$ cat src/wpr_pkg.sv
package wpr_pkg;
  // Widths
  localparam int CNT_W = 8;
  localparam int EXT_W = 32;
  localparam int TOT_W = CNT_W + EXT_W;
  localparam int CODE_W = 9;
  localparam int TICK_W = 16;
  localparam logic [CNT_W-1:0] CNT_MAX = 8'hFF;
  localparam logic [CODE_W-1:0] CODE_MAX = 9'h1FF;
  localparam logic [CODE_W-1:0] CODE_ZERO = 9'h000;

  // Timing
  localparam int CLK_NS = 100;
  localparam int TICK_NS = 10000;
  localparam int PRESCALE_CYC = (TICK_NS + CLK_NS - 1) / CLK_NS;
  localparam int PRE_W = 7;
  localparam int WINDOW_MS = 100;
  localparam int WINDOW_TICKS_DEF = WINDOW_MS * 1000000 / TICK_NS;
  localparam longint UPDATE_MILLIHZ = 9700;
  localparam longint PERIOD_TICKS_DEF = 64'd1000000000000 / (UPDATE_MILLIHZ * TICK_NS);
  localparam int FS_RATE_KPPS = 400;

  // Test pulse train
  localparam int TEST_FREQ_KHZ = 200;
  localparam int TEST_WIDTH_NS = 1250;
  localparam int TEST_PERIOD_CYC = 1000000 / (TEST_FREQ_KHZ * CLK_NS);
  localparam int TEST_WIDTH_CYC = (TEST_WIDTH_NS + CLK_NS - 1) / CLK_NS;
  localparam int TEST_W = 6;

  // Thresholds, 511 steps over 5 V
  localparam int THR_FS_MV = 5000;
  localparam int THR_LOWER_MV = 3000;
  localparam int THR_UPPER_MV = 4000;
  localparam logic [CODE_W-1:0] THR_LOWER_RST = CODE_W'(THR_LOWER_MV * 511 / THR_FS_MV);
  localparam logic [CODE_W-1:0] THR_UPPER_RST = CODE_W'(THR_UPPER_MV * 511 / THR_FS_MV);

  // Register map (byte addresses)
  localparam int ADDR_W = 8;
  localparam logic [ADDR_W-1:0] REG_CTRL = 8'h00;
  localparam logic [ADDR_W-1:0] REG_STATUS = 8'h04;
  localparam logic [ADDR_W-1:0] REG_MASK = 8'h08;
  localparam logic [ADDR_W-1:0] REG_RATE = 8'h0C;
  localparam logic [ADDR_W-1:0] REG_LOWER_LO = 8'h10;
  localparam logic [ADDR_W-1:0] REG_LOWER_HI = 8'h14;
  localparam logic [ADDR_W-1:0] REG_UPPER_LO = 8'h18;
  localparam logic [ADDR_W-1:0] REG_UPPER_HI = 8'h1C;
  localparam logic [ADDR_W-1:0] REG_LOWER_THR = 8'h20;
  localparam logic [ADDR_W-1:0] REG_UPPER_THR = 8'h24;

  // Control bits
  localparam int CTRL_W = 3;
  localparam int CTRL_RUN = 0;
  localparam int CTRL_INVERT = 1;
  localparam int CTRL_TEST = 2;
  localparam logic [CTRL_W-1:0] CTRL_RST = 3'h3;

  // Status / mask bits
  localparam int ST_W = 3;
  localparam int ST_LOWER_OVF = 0;
  localparam int ST_UPPER_OVF = 1;
  localparam int ST_UPDATE = 2;
  localparam logic [ST_W-1:0] ST_RST = 3'h0;

  typedef enum logic [2:0] {
    WPR_IDLE = 3'b000,
    WPR_LATCH = 3'b001,
    WPR_DIFF = 3'b010,
    WPR_SCALE = 3'b011,
    WPR_CLEAR = 3'b100
  } wpr_proc_e;
endpackage : wpr_pkg

$ cat src/wpr_gate_gen.sv
`timescale 1ns/1ps
module wpr_gate_gen #(
  parameter logic [wpr_pkg::TICK_W-1:0] WINDOW_TICKS = 16'(wpr_pkg::WINDOW_TICKS_DEF),
  parameter logic [wpr_pkg::TICK_W-1:0] PERIOD_TICKS = 16'(wpr_pkg::PERIOD_TICKS_DEF)
) (
  input wire logic mclk, // System clock
  input wire logic reset_n, // Synchronous reset
  input wire logic run, // Gate generator running
  output logic gate_q, // Counting window open
  output logic stop_evt_q // Start of stopped interval
);
  logic [wpr_pkg::PRE_W-1:0] pre_q;
  logic [wpr_pkg::PRE_W-1:0] pre_d;
  logic [wpr_pkg::TICK_W-1:0] tick_q;
  logic [wpr_pkg::TICK_W-1:0] tick_d;
  logic tick;
  logic gate_d;

  assign tick = (pre_q == wpr_pkg::PRE_W'(wpr_pkg::PRESCALE_CYC - 1));
  assign pre_d = (!run || tick) ? '0 : pre_q + 1'b1;
  assign tick_d = !run ? '0 : (!tick ? tick_q : ((tick_q == PERIOD_TICKS - 1'b1) ? '0 : tick_q + 1'b1));
  assign gate_d = run & (tick_d < WINDOW_TICKS);

  always_ff @(posedge mclk) begin
    if (!reset_n) begin
      pre_q <= '0;
      tick_q <= '0;
      gate_q <= 1'b0;
      stop_evt_q <= 1'b0;
    end else begin
      pre_q <= pre_d;
      tick_q <= tick_d;
      gate_q <= gate_d;
      // event at start of stopped interval
      stop_evt_q <= gate_q & ~gate_d;
    end
  end
endmodule : wpr_gate_gen

$ cat src/wpr_pulse_counter.sv
`timescale 1ns/1ps
module wpr_pulse_counter (
  input wire logic mclk, // System clock
  input wire logic reset_n, // Synchronous reset
  input wire logic pulse_in, // Comparator output, raw polarity
  input wire logic invert, // Restore normal polarity
  input wire logic enable, // Common gate
  input wire logic clear, // Clear count
  output logic [wpr_pkg::CNT_W-1:0] count_q, // Hardware count
  output logic ovf_q // Wrap event
);
  logic level;
  logic prev_q;
  logic edge_seen;
  logic inc;
  logic [wpr_pkg::CNT_W-1:0] count_d;
  logic ovf_d;

  assign level = pulse_in ^ invert;
  // input compared live, nothing holds it
  assign edge_seen = level & ~prev_q;
  assign inc = enable & edge_seen & ~clear;
  assign count_d = clear ? '0 : (inc ? count_q + 1'b1 : count_q);
  assign ovf_d = inc & (count_q == wpr_pkg::CNT_MAX);

  always_ff @(posedge mclk) begin
    if (!reset_n) begin
      prev_q <= 1'b0;
      count_q <= '0;
      ovf_q <= 1'b0;
    end else begin
      prev_q <= level;
      count_q <= count_d;
      ovf_q <= ovf_d;
    end
  end
endmodule : wpr_pulse_counter

$ cat src/wpr_ratemeter.sv
// Decided for this implementation: the address map and register access over APB.
`timescale 1ns/1ps
// How it works
// - Lower-level pulses and upper-level pulses are counted apart, and the window count is lower minus upper.
// - Comparator outputs arrive inverted; a control bit restores polarity and either setting counts once per pulse.
// - Comparator levels reach the counters directly with no latch holding them.
// - Each hardware counter is 8 bits and wraps are folded into a wider total.
// - A counter wrap raises an event that bumps the extension of that total.
// - Both counters share one gate so they start and stop together.
// - A 16-bit gate generator makes that gate; its compare-true span is the window.
// - Counters stop in the compare-false span, and an event at its start launches processing.
// - Each total is 40 bits: 32 from wrap increments and the low 8 read from the stopped counter.
// - Each stopped span reads both totals, subtracts, scales to 9 bits, updates the output and clears all counts.
// - The window lasts 0.1 s and the output refreshes about 9.7 times a second.
// - Pulses up to 400 kpps and down to 1.2 us wide are counted.
// - The output code is linear in rate, 511 steps, full scale at 400 kpps.
// - Threshold codes have 511 steps and default to about 3 V and 4 V of 5 V.
// - An optional test generator gives a 200 kHz train of 1.25 us pulses.
module wpr_ratemeter #(
  parameter logic [wpr_pkg::TICK_W-1:0] WINDOW_TICKS = 16'(wpr_pkg::WINDOW_TICKS_DEF), // 10 us ticks
  parameter logic [wpr_pkg::TICK_W-1:0] PERIOD_TICKS = 16'(wpr_pkg::PERIOD_TICKS_DEF) // 10 us ticks
) (
  input wire logic mclk, // System clock, 10 MHz
  input wire logic reset_n, // Synchronous reset, active low
  input wire logic lower_threshold_comparator, // Lower-level comparator, inverted
  input wire logic upper_threshold_comparator, // Upper-level comparator, inverted
  input wire logic psel, // APB select
  input wire logic penable, // APB enable
  input wire logic pwrite, // APB direction
  input wire logic [wpr_pkg::ADDR_W-1:0] paddr, // APB byte address
  input wire logic [31:0] pwdata, // APB write data
  output logic [31:0] prdata, // APB read data
  output logic pready, // APB ready
  output logic pslverr, // APB error on unmapped address
  output logic [wpr_pkg::CODE_W-1:0] lower_threshold_code, // To lower threshold converter
  output logic [wpr_pkg::CODE_W-1:0] upper_threshold_code, // To upper threshold converter
  output logic [wpr_pkg::CODE_W-1:0] rate_code, // To rate output converter
  output logic gate_broadcast_line_a, // Measurement gate
  output logic test_pulse, // Test pulse train
  output logic irq // Level interrupt
);
  localparam int FS_RAW = int'(WINDOW_TICKS) * (wpr_pkg::TICK_NS / 1000) * wpr_pkg::FS_RATE_KPPS / 1000;
  localparam logic [wpr_pkg::TICK_W-1:0] FS_COUNT = wpr_pkg::TICK_W'((FS_RAW < 1) ? 1 : FS_RAW);
  localparam int PROD_W = wpr_pkg::TICK_W + wpr_pkg::CODE_W;

  // Bus registers
  logic [31:0] prdata_q;
  logic [31:0] prdata_d;
  logic pready_q;
  logic pslverr_q;
  logic [wpr_pkg::CTRL_W-1:0] ctrl_q;
  logic [wpr_pkg::ST_W-1:0] status_q;
  logic [wpr_pkg::ST_W-1:0] status_d;
  logic [wpr_pkg::ST_W-1:0] mask_q;
  logic [wpr_pkg::CODE_W-1:0] lower_thr_q;
  logic [wpr_pkg::CODE_W-1:0] upper_thr_q;
  logic irq_q;

  // Counting and processing
  logic gate;
  logic stop_evt;
  logic [wpr_pkg::CNT_W-1:0] lower_pulse_count;
  logic [wpr_pkg::CNT_W-1:0] upper_pulse_count;
  logic lower_ovf;
  logic upper_ovf;
  logic [wpr_pkg::EXT_W-1:0] lower_ext_q;
  logic [wpr_pkg::EXT_W-1:0] upper_ext_q;
  logic [wpr_pkg::TOT_W-1:0] lower_total_count_q;
  logic [wpr_pkg::TOT_W-1:0] upper_total_count_q;
  logic [wpr_pkg::TICK_W-1:0] diff_q;
  logic [wpr_pkg::TICK_W-1:0] diff_d;
  logic [wpr_pkg::TOT_W-1:0] raw_diff;
  logic [PROD_W-1:0] scaled;
  logic [wpr_pkg::CODE_W-1:0] rate_q;
  wpr_pkg::wpr_proc_e state_q;
  wpr_pkg::wpr_proc_e state_d;
  logic clear_counts;
  logic gate_q;

  // Test generator
  logic [wpr_pkg::TEST_W-1:0] test_cnt_q;
  logic test_q;

  // Bus decode
  logic setup_ph;
  logic wr_en;
  logic hit_ctrl;
  logic hit_status;
  logic hit_mask;
  logic hit_rate;
  logic hit_llo;
  logic hit_lhi;
  logic hit_ulo;
  logic hit_uhi;
  logic hit_lthr;
  logic hit_uthr;
  logic mapped;
  logic [wpr_pkg::ST_W-1:0] events;

  function automatic logic [31:0] zext_code(input logic [wpr_pkg::CODE_W-1:0] v);
    zext_code = {{(32 - wpr_pkg::CODE_W){1'b0}}, v};
  endfunction : zext_code

  function automatic logic [31:0] total_hi(input logic [wpr_pkg::TOT_W-1:0] v);
    total_hi = {{(64 - wpr_pkg::TOT_W){1'b0}}, v[wpr_pkg::TOT_W-1:32]};
  endfunction : total_hi

  wpr_gate_gen #(
    .WINDOW_TICKS(WINDOW_TICKS),
    .PERIOD_TICKS(PERIOD_TICKS)
  ) u_measurement_gate_generator (
    .mclk(mclk),
    .reset_n(reset_n),
    .run(ctrl_q[wpr_pkg::CTRL_RUN]),
    .gate_q(gate),
    .stop_evt_q(stop_evt)
  );

  wpr_pulse_counter u_lower_pulse_counter (
    .mclk(mclk),
    .reset_n(reset_n),
    .pulse_in(lower_threshold_comparator),
    .invert(ctrl_q[wpr_pkg::CTRL_INVERT]),
    .enable(gate),
    .clear(clear_counts),
    .count_q(lower_pulse_count),
    .ovf_q(lower_ovf)
  );

  wpr_pulse_counter u_upper_pulse_counter (
    .mclk(mclk),
    .reset_n(reset_n),
    .pulse_in(upper_threshold_comparator),
    .invert(ctrl_q[wpr_pkg::CTRL_INVERT]),
    .enable(gate),
    .clear(clear_counts),
    .count_q(upper_pulse_count),
    .ovf_q(upper_ovf)
  );

  // APB decode
  assign setup_ph = psel & ~penable;
  assign wr_en = psel & penable & pready_q & pwrite;
  assign hit_ctrl = (paddr == wpr_pkg::REG_CTRL);
  assign hit_status = (paddr == wpr_pkg::REG_STATUS);
  assign hit_mask = (paddr == wpr_pkg::REG_MASK);
  assign hit_rate = (paddr == wpr_pkg::REG_RATE);
  assign hit_llo = (paddr == wpr_pkg::REG_LOWER_LO);
  assign hit_lhi = (paddr == wpr_pkg::REG_LOWER_HI);
  assign hit_ulo = (paddr == wpr_pkg::REG_UPPER_LO);
  assign hit_uhi = (paddr == wpr_pkg::REG_UPPER_HI);
  assign hit_lthr = (paddr == wpr_pkg::REG_LOWER_THR);
  assign hit_uthr = (paddr == wpr_pkg::REG_UPPER_THR);
  assign mapped = hit_ctrl | hit_status | hit_mask | hit_rate | hit_llo | hit_lhi | hit_ulo | hit_uhi |
                  hit_lthr | hit_uthr;
  assign prdata_d = hit_ctrl ? {{(32 - wpr_pkg::CTRL_W){1'b0}}, ctrl_q} :
                    hit_status ? {{(32 - wpr_pkg::ST_W){1'b0}}, status_q} :
                    hit_mask ? {{(32 - wpr_pkg::ST_W){1'b0}}, mask_q} :
                    hit_rate ? zext_code(rate_q) :
                    hit_llo ? lower_total_count_q[31:0] :
                    hit_lhi ? total_hi(lower_total_count_q) :
                    hit_ulo ? upper_total_count_q[31:0] :
                    hit_uhi ? total_hi(upper_total_count_q) :
                    hit_lthr ? zext_code(lower_thr_q) :
                    hit_uthr ? zext_code(upper_thr_q) : 32'h0000_0000;

  // Sticky events; a new event beats a write-one clear
  assign events = {state_q == wpr_pkg::WPR_CLEAR, upper_ovf, lower_ovf};
  assign status_d = (status_q & ~((wr_en & hit_status) ? pwdata[wpr_pkg::ST_W-1:0] : '0)) | events;

  // Answer in the first access cycle
  always_ff @(posedge mclk) begin
    if (!reset_n) begin
      pready_q <= 1'b0;
      prdata_q <= 32'h0000_0000;
      pslverr_q <= 1'b0;
    end else begin
      pready_q <= setup_ph;
      prdata_q <= setup_ph ? prdata_d : prdata_q;
      pslverr_q <= setup_ph & ~mapped;
    end
  end

  // threshold defaults near 3 V and 4 V
  always_ff @(posedge mclk) begin
    if (!reset_n) begin
      ctrl_q <= wpr_pkg::CTRL_RST;
      mask_q <= wpr_pkg::ST_RST;
      lower_thr_q <= wpr_pkg::THR_LOWER_RST;
      upper_thr_q <= wpr_pkg::THR_UPPER_RST;
    end else if (wr_en) begin
      ctrl_q <= hit_ctrl ? pwdata[wpr_pkg::CTRL_W-1:0] : ctrl_q;
      mask_q <= hit_mask ? pwdata[wpr_pkg::ST_W-1:0] : mask_q;
      lower_thr_q <= hit_lthr ? pwdata[wpr_pkg::CODE_W-1:0] : lower_thr_q;
      upper_thr_q <= hit_uthr ? pwdata[wpr_pkg::CODE_W-1:0] : upper_thr_q;
    end
  end

  always_ff @(posedge mclk) begin
    if (!reset_n) begin
      status_q <= wpr_pkg::ST_RST;
      irq_q <= 1'b0;
    end else begin
      status_q <= status_d;
      irq_q <= |(status_d & mask_q);
    end
  end

  function automatic logic [wpr_pkg::EXT_W-1:0] EXT_INC(input logic ovf);
    EXT_INC = {{(wpr_pkg::EXT_W - 1){1'b0}}, ovf};
  endfunction : EXT_INC

  always_ff @(posedge mclk) begin
    if (!reset_n || clear_counts) begin
      lower_ext_q <= '0;
      upper_ext_q <= '0;
    end else begin
      lower_ext_q <= lower_ext_q + EXT_INC(lower_ovf);
      upper_ext_q <= upper_ext_q + EXT_INC(upper_ovf);
    end
  end

  // Processing sequence in the stopped span
  always_comb begin
    state_d = state_q;
    unique case (state_q)
      wpr_pkg::WPR_IDLE: begin
        if (stop_evt) begin
          state_d = wpr_pkg::WPR_LATCH;
        end
      end
      wpr_pkg::WPR_LATCH: state_d = wpr_pkg::WPR_DIFF;
      wpr_pkg::WPR_DIFF: state_d = wpr_pkg::WPR_SCALE;
      wpr_pkg::WPR_SCALE: state_d = wpr_pkg::WPR_CLEAR;
      wpr_pkg::WPR_CLEAR: state_d = wpr_pkg::WPR_IDLE;
      default: state_d = wpr_pkg::WPR_IDLE;
    endcase
  end

  assign clear_counts = (state_q == wpr_pkg::WPR_CLEAR);
  assign raw_diff = (lower_total_count_q > upper_total_count_q) ? lower_total_count_q - upper_total_count_q : '0;
  // full scale reached at 400 kpps
  assign diff_d = (raw_diff > {{(wpr_pkg::TOT_W - wpr_pkg::TICK_W){1'b0}}, FS_COUNT}) ? FS_COUNT :
                  raw_diff[wpr_pkg::TICK_W-1:0];
  assign scaled = PROD_W'(diff_q) * PROD_W'(wpr_pkg::CODE_MAX) / PROD_W'(FS_COUNT);

  always_ff @(posedge mclk) begin
    if (!reset_n) begin
      state_q <= wpr_pkg::WPR_IDLE;
      lower_total_count_q <= '0;
      upper_total_count_q <= '0;
      diff_q <= '0;
      rate_q <= wpr_pkg::CODE_ZERO;
      gate_q <= 1'b0;
    end else begin
      state_q <= state_d;
      gate_q <= gate;
      if (state_q == wpr_pkg::WPR_LATCH) begin
        lower_total_count_q <= {lower_ext_q, lower_pulse_count};
        upper_total_count_q <= {upper_ext_q, upper_pulse_count};
      end
      // in-window count is lower minus upper
      if (state_q == wpr_pkg::WPR_DIFF) begin
        diff_q <= diff_d;
      end
      if (state_q == wpr_pkg::WPR_SCALE) begin
        rate_q <= scaled[wpr_pkg::CODE_W-1:0];
      end
    end
  end

  // 200 kHz test train, 1.25 us wide
  always_ff @(posedge mclk) begin
    if (!reset_n || !ctrl_q[wpr_pkg::CTRL_TEST]) begin
      test_cnt_q <= '0;
      test_q <= 1'b0;
    end else begin
      test_cnt_q <= (test_cnt_q == wpr_pkg::TEST_W'(wpr_pkg::TEST_PERIOD_CYC - 1)) ? '0 : test_cnt_q + 1'b1;
      test_q <= (test_cnt_q < wpr_pkg::TEST_W'(wpr_pkg::TEST_WIDTH_CYC - 1)) ||
                (test_cnt_q == wpr_pkg::TEST_W'(wpr_pkg::TEST_PERIOD_CYC - 1));
    end
  end

  assign prdata = prdata_q;
  assign pready = pready_q;
  assign pslverr = pslverr_q;
  assign lower_threshold_code = lower_thr_q;
  assign upper_threshold_code = upper_thr_q;
  assign rate_code = rate_q;
  assign gate_broadcast_line_a = gate_q;
  assign test_pulse = test_q;
  assign irq = irq_q;
endmodule : wpr_ratemeter
$ cat config.mk
export PLATFORM = sky130hd
export DESIGN_NAME = wpr_ratemeter
export DESIGN_NICKNAME = d
export VERILOG_FILES = /design/src/wpr_pkg.sv /design/src/wpr_gate_gen.sv /design/src/wpr_pulse_counter.sv /design/src/wpr_ratemeter.sv
export SDC_FILE = /design/constraint.sdc
export NUM_CORES = 1
export LEC_CHECK = 0
export BUFFER_PORTS_ARGS = -buffer_cell sky130_fd_sc_hd__buf_2
export CAP_MARGIN = 30
export CORE_MARGIN = 5
export CORE_UTILIZATION = 25
export CTS_CLUSTER_DIAMETER = 150
export DETAILED_ROUTE_END_ITERATION = 6
export GPL_ROUTABILITY_DRIVEN = 0
export PLACE_DENSITY = 0.35
export SLEW_MARGIN = 15
export SYNTH_ARGS = -nofsm -noshare
export SYNTH_HDL_FRONTEND = slang
export SYNTH_SLANG_ARGS = --single-unit
export TNS_END_PERCENT = 20
$ cat constraint.sdc
create_clock -name mclk -period 15 [get_ports mclk]
set_clock_uncertainty 0.05 [all_clocks]
set_input_delay 3 -clock mclk [delete_from_list [all_inputs] [get_ports mclk]]
set_output_delay 3 -clock mclk [all_outputs]
set_load 0.005 [all_outputs]
==> impl_results.md <==
* Starting Density at between 20 and 30%
* Number of global-route vias before repair at 18,430
* H-tree depth at 2
* Count of input and output buffers at 87
* Synthesized flop and latch total at roughly 290
* Fmax at 73.16 MHz
* Top_reg_cell synth: dfxtp_1
* RSZ-0062 raised after global routing: false
* Routed Antenna Nets at 0
* Syn Area/Cell at 7.929 sq um
* Post-layout nets at 2,892
* NetSw at 0.3877 mW
* Async set or reset register ratio after synthesis at 0%
* # DRC at 0
* Post-synth EDFFs at 0
* Core Util, Final at 28.86%
* Die Area at 89,160 sq um
* Routed wire per std cell at 17.12 microns
* Number of antenna violations at the first check in global routing at 2
* CTS tree: built
* Static Leakage at 9.530 nW
* Period Utilization, post-route at 91.13%
* Post-Route WL at 64,590 microns
* CP endpoint kind: register
* CP arrival at 14,050 ps
* GRT Resource Usage Total at between 10 and 15%
* Antenna diodes at 0
* Area grow syn2layout at 14.16%
* DIE WIDTH at 298.6 microns
* TNS Setup at 0 ps
* Final Hold Vio Count at 0
* CTS max path bufs at 3
* Type of origin of the critical path: register
* Post-DP HPWL at 49,260 microns
* Final setup vio count at 0
* Grt ovf at 0
* Share of cells above drive strength 1 at a little under a tenth
* Post-CTS Setup Inserts at 0
* Slew headroom at around 41%
* Max cap viols at 0
* Post-synthesis sequential area ratio at between 20% and 30%
* DR vias at ~18,000
* Clock latency on the worst-skew pair at 550 ps
* CTS Buf Count at 39
* Slew @ Worst Pin at 878.8 ps
* Clock-pin slew on the worst setup and hold paths at 60 ps
* Clock Sinks at 287
* Power per cell area at 73.39 nW/um^2
* Fin. max-slew vios at 0
* Clock Tree Root: clkbuf_16
* Seq pwr share at 44.0%
* Vias/cell at 4.864
* Post-synthesis cell count at 2,626
* Cell-internal power at 1.357 mW
* Synthesized Nets at approximately 2,800
* Outcome: finished clean
* Yosys cell types at approximately 120
* Crit-path most repeated cell: a21oi_1
* Largest net degree at the start of global routing at 90
* CP max stage delay at 630 ps
* Hold WC Path Type: register to register
* DR iter-0 viols at 742
* Netlist Area Pre-Place at approximately 21,000 sq um
* Req. time, crit path at 15,380 ps
* Critical path class: register to register
* VDD IR-drop max at 0.07288 mV
* Yosys warnings at 0
* Row count at 105
* Placeable Area at 82,370 sq um
* Die Ht at 298.6 microns
* CP max-delay cell: fa_1
* # hold bufs at CTS at 0
* Num ports at 111
* Switching share of power at between 20% and 30%
* First-pass GRT wire length at 102,700 microns
* Clock share of power at 53.9%
* Final min period at 13,670 ps
* Power share of the combinational group at 2.2%
* First-pass detailed-route iteration total at 6
* Worst-path maximum fanout at 13
-- final cells by class --
cell class / count / area, sq um
clock buffer: 56 / 1140
tap: 1070 / 1339
multi-input combinational: 2024 / 13910
timing repair buffer: 117 / 705.7
sequential: 287 / 5746
clock inverter: 10 / 150.1
fill: 8913 / 58600
inverter: 209 / 784.5
-- logic make-up after synthesis --
kind of cell	count (synthesis)	synth area share, %
AND/OR/NAND/NOR	1005	22.79
flip-flops	287	27.59
AO/OA/AOI/OAI	664	22.77
buffers and inverters	315	5.895
multiplexers	26	1.298
XOR/XNOR	160	6.928
adder cells (fa/ha/maj)	169	12.73
-- metrics by stage --
stage | power [mW] | instances | instance area [sq um] | worst slack (ps) | hold WS (ps)
2_1_floorplan | 0.8052 | 2626 | 20820 | 2891 | 363.2
6_report | 1.745 | 3773 | 23770 | 1330 | 398.3
5_1_grt | 1.814 | 3773 | 23770 | 10.64 | 430.9
3_5_place_dp | 0.8216 | 3703 | 22370 | 793.3 | 388.5
3_3_place_gp | 0.8214 | 3702 | 22360 | 829.8 | 378.4
4_1_cts | 1.783 | 3769 | 23660 | 759.0 | 399.6
-- state kept, by name, indices dropped and copies added (netlist names), 16 cells and up --
name,flops
prdata,32
lower_total_count_q,40
u_measurement_gate_generator.tick_q,16
upper_ext_q,32
lower_ext_q,32
upper_total_count_q,40
diff_q,16
-- timing repair --
action / in CTS / in global routing
endpoints found under the setup margin: 0 / 2
resized for setup: 0 / 6
hold endpoints to repair: 0 / 0
-- cells in the mapped netlist, types with 14 or more instances --
master / count / share of area (%)
inv_1: 209 / 3.8
a211oi_1: 24 / 0.87
nand2_1: 386 / 7.0
a21boi_0: 102 / 3.7
o21ai_0: 128 / 3.1
or3_1: 26 / 0.78
o211a_1: 14 / 0.67
xor2_1: 79 / 3.3
nor2b_1: 26 / 0.78
nor4_1: 17 / 0.51
a31oi_1: 18 / 0.54
xnor2_1: 77 / 3.2
nand3_1: 102 / 2.5
o21a_1: 16 / 0.58
and3_1: 43 / 1.3
ha_1: 95 / 5.7
nor3_1: 41 / 0.99
nand2b_1: 20 / 0.60
mux2i_1: 21 / 1.0
a21o_1: 26 / 0.94
o211ai_1: 33 / 1.2
nand4_1: 38 / 1.1
nor2_1: 203 / 3.7
fa_1: 72 / 6.9
dfxtp_1: 287 / 28
a22oi_1: 36 / 1.3
and2_1: 50 / 1.5
clkbuf_1: 90 / 1.6
a21oi_1: 119 / 2.9
-- power by group through the flow --
stage | clock network [mW] | logic, mW | registers [mW]
5_1_grt | 1.01 | 0.0416 | 0.767
6_report | 0.940 | 0.0376 | 0.767
4_1_cts | 0.978 | 0.0381 | 0.767
3_5_place_dp | 0 | 0.0380 | 0.784
3_3_place_gp | 0 | 0.0377 | 0.784
2_1_floorplan | 0 | 0.0220 | 0.783
-- path summary, 6_finish.rpt --
| kind | startpoint | endpoint | slack [ps] | cells after the start |
|---|---|---|---|---|
| max | diff_q[4] | rate_code[0] | 1330 | 42 |
| min | u_measurement_gate_generator.pre_q[0] | u_measurement_gate_generator.pre_q[0] | 400 | 1 |
| max reg2reg | diff_q[4] | rate_code[0] | 1330 | 42 |
| min reg2reg | u_measurement_gate_generator.pre_q[0] | u_measurement_gate_generator.pre_q[0] | 400 | 1 |
-- cells in the final DEF (no fill, tap or decap), types with 33 or more instances in the layout --
| cell | n |
|---|---|
| and2_1 | 50 |
| nand3_1 | 102 |
| and3_1 | 43 |
| nor3_1 | 40 |
| xnor2_1 | 75 |
| nand2_1 | 385 |
| nand4_1 | 38 |
| o211ai_1 | 33 |
| inv_1 | 209 |
| buf_2 | 87 |
| fa_1 | 72 |
| xor2_1 | 79 |
| clkbuf_16 | 39 |
| a21oi_1 | 119 |
| nor2_1 | 202 |
| a22oi_1 | 36 |
| a21boi_0 | 102 |
| dfxtp_1 | 287 |
| o21ai_0 | 128 |
| ha_1 | 95 |
-- critical path: cells and delay by family, from the launching register on --
family	cells	cell delay, ps
AOI/OAI and AO/OA	24	6860
xor gates and xnor gates	3	1410
adders and majority gates	5	2600
buffers and inverters	4	310
DFF	1	320
muxes	1	350
and+or+nand+nor	5	1620
-- routing by layer --
metal | vias up | global-route usage, % | part of all wire (%)
li1 | 9275 | - | -
met1 | 8779 | 17.66 | 46
met4 | 0 | 3.450 | 2.0
met3 | 72 | 1.372 | 2.1
met2 | 224 | 25.74 | 50
met5 | - | 0 | 0
(Power assumes the default switching activity.)
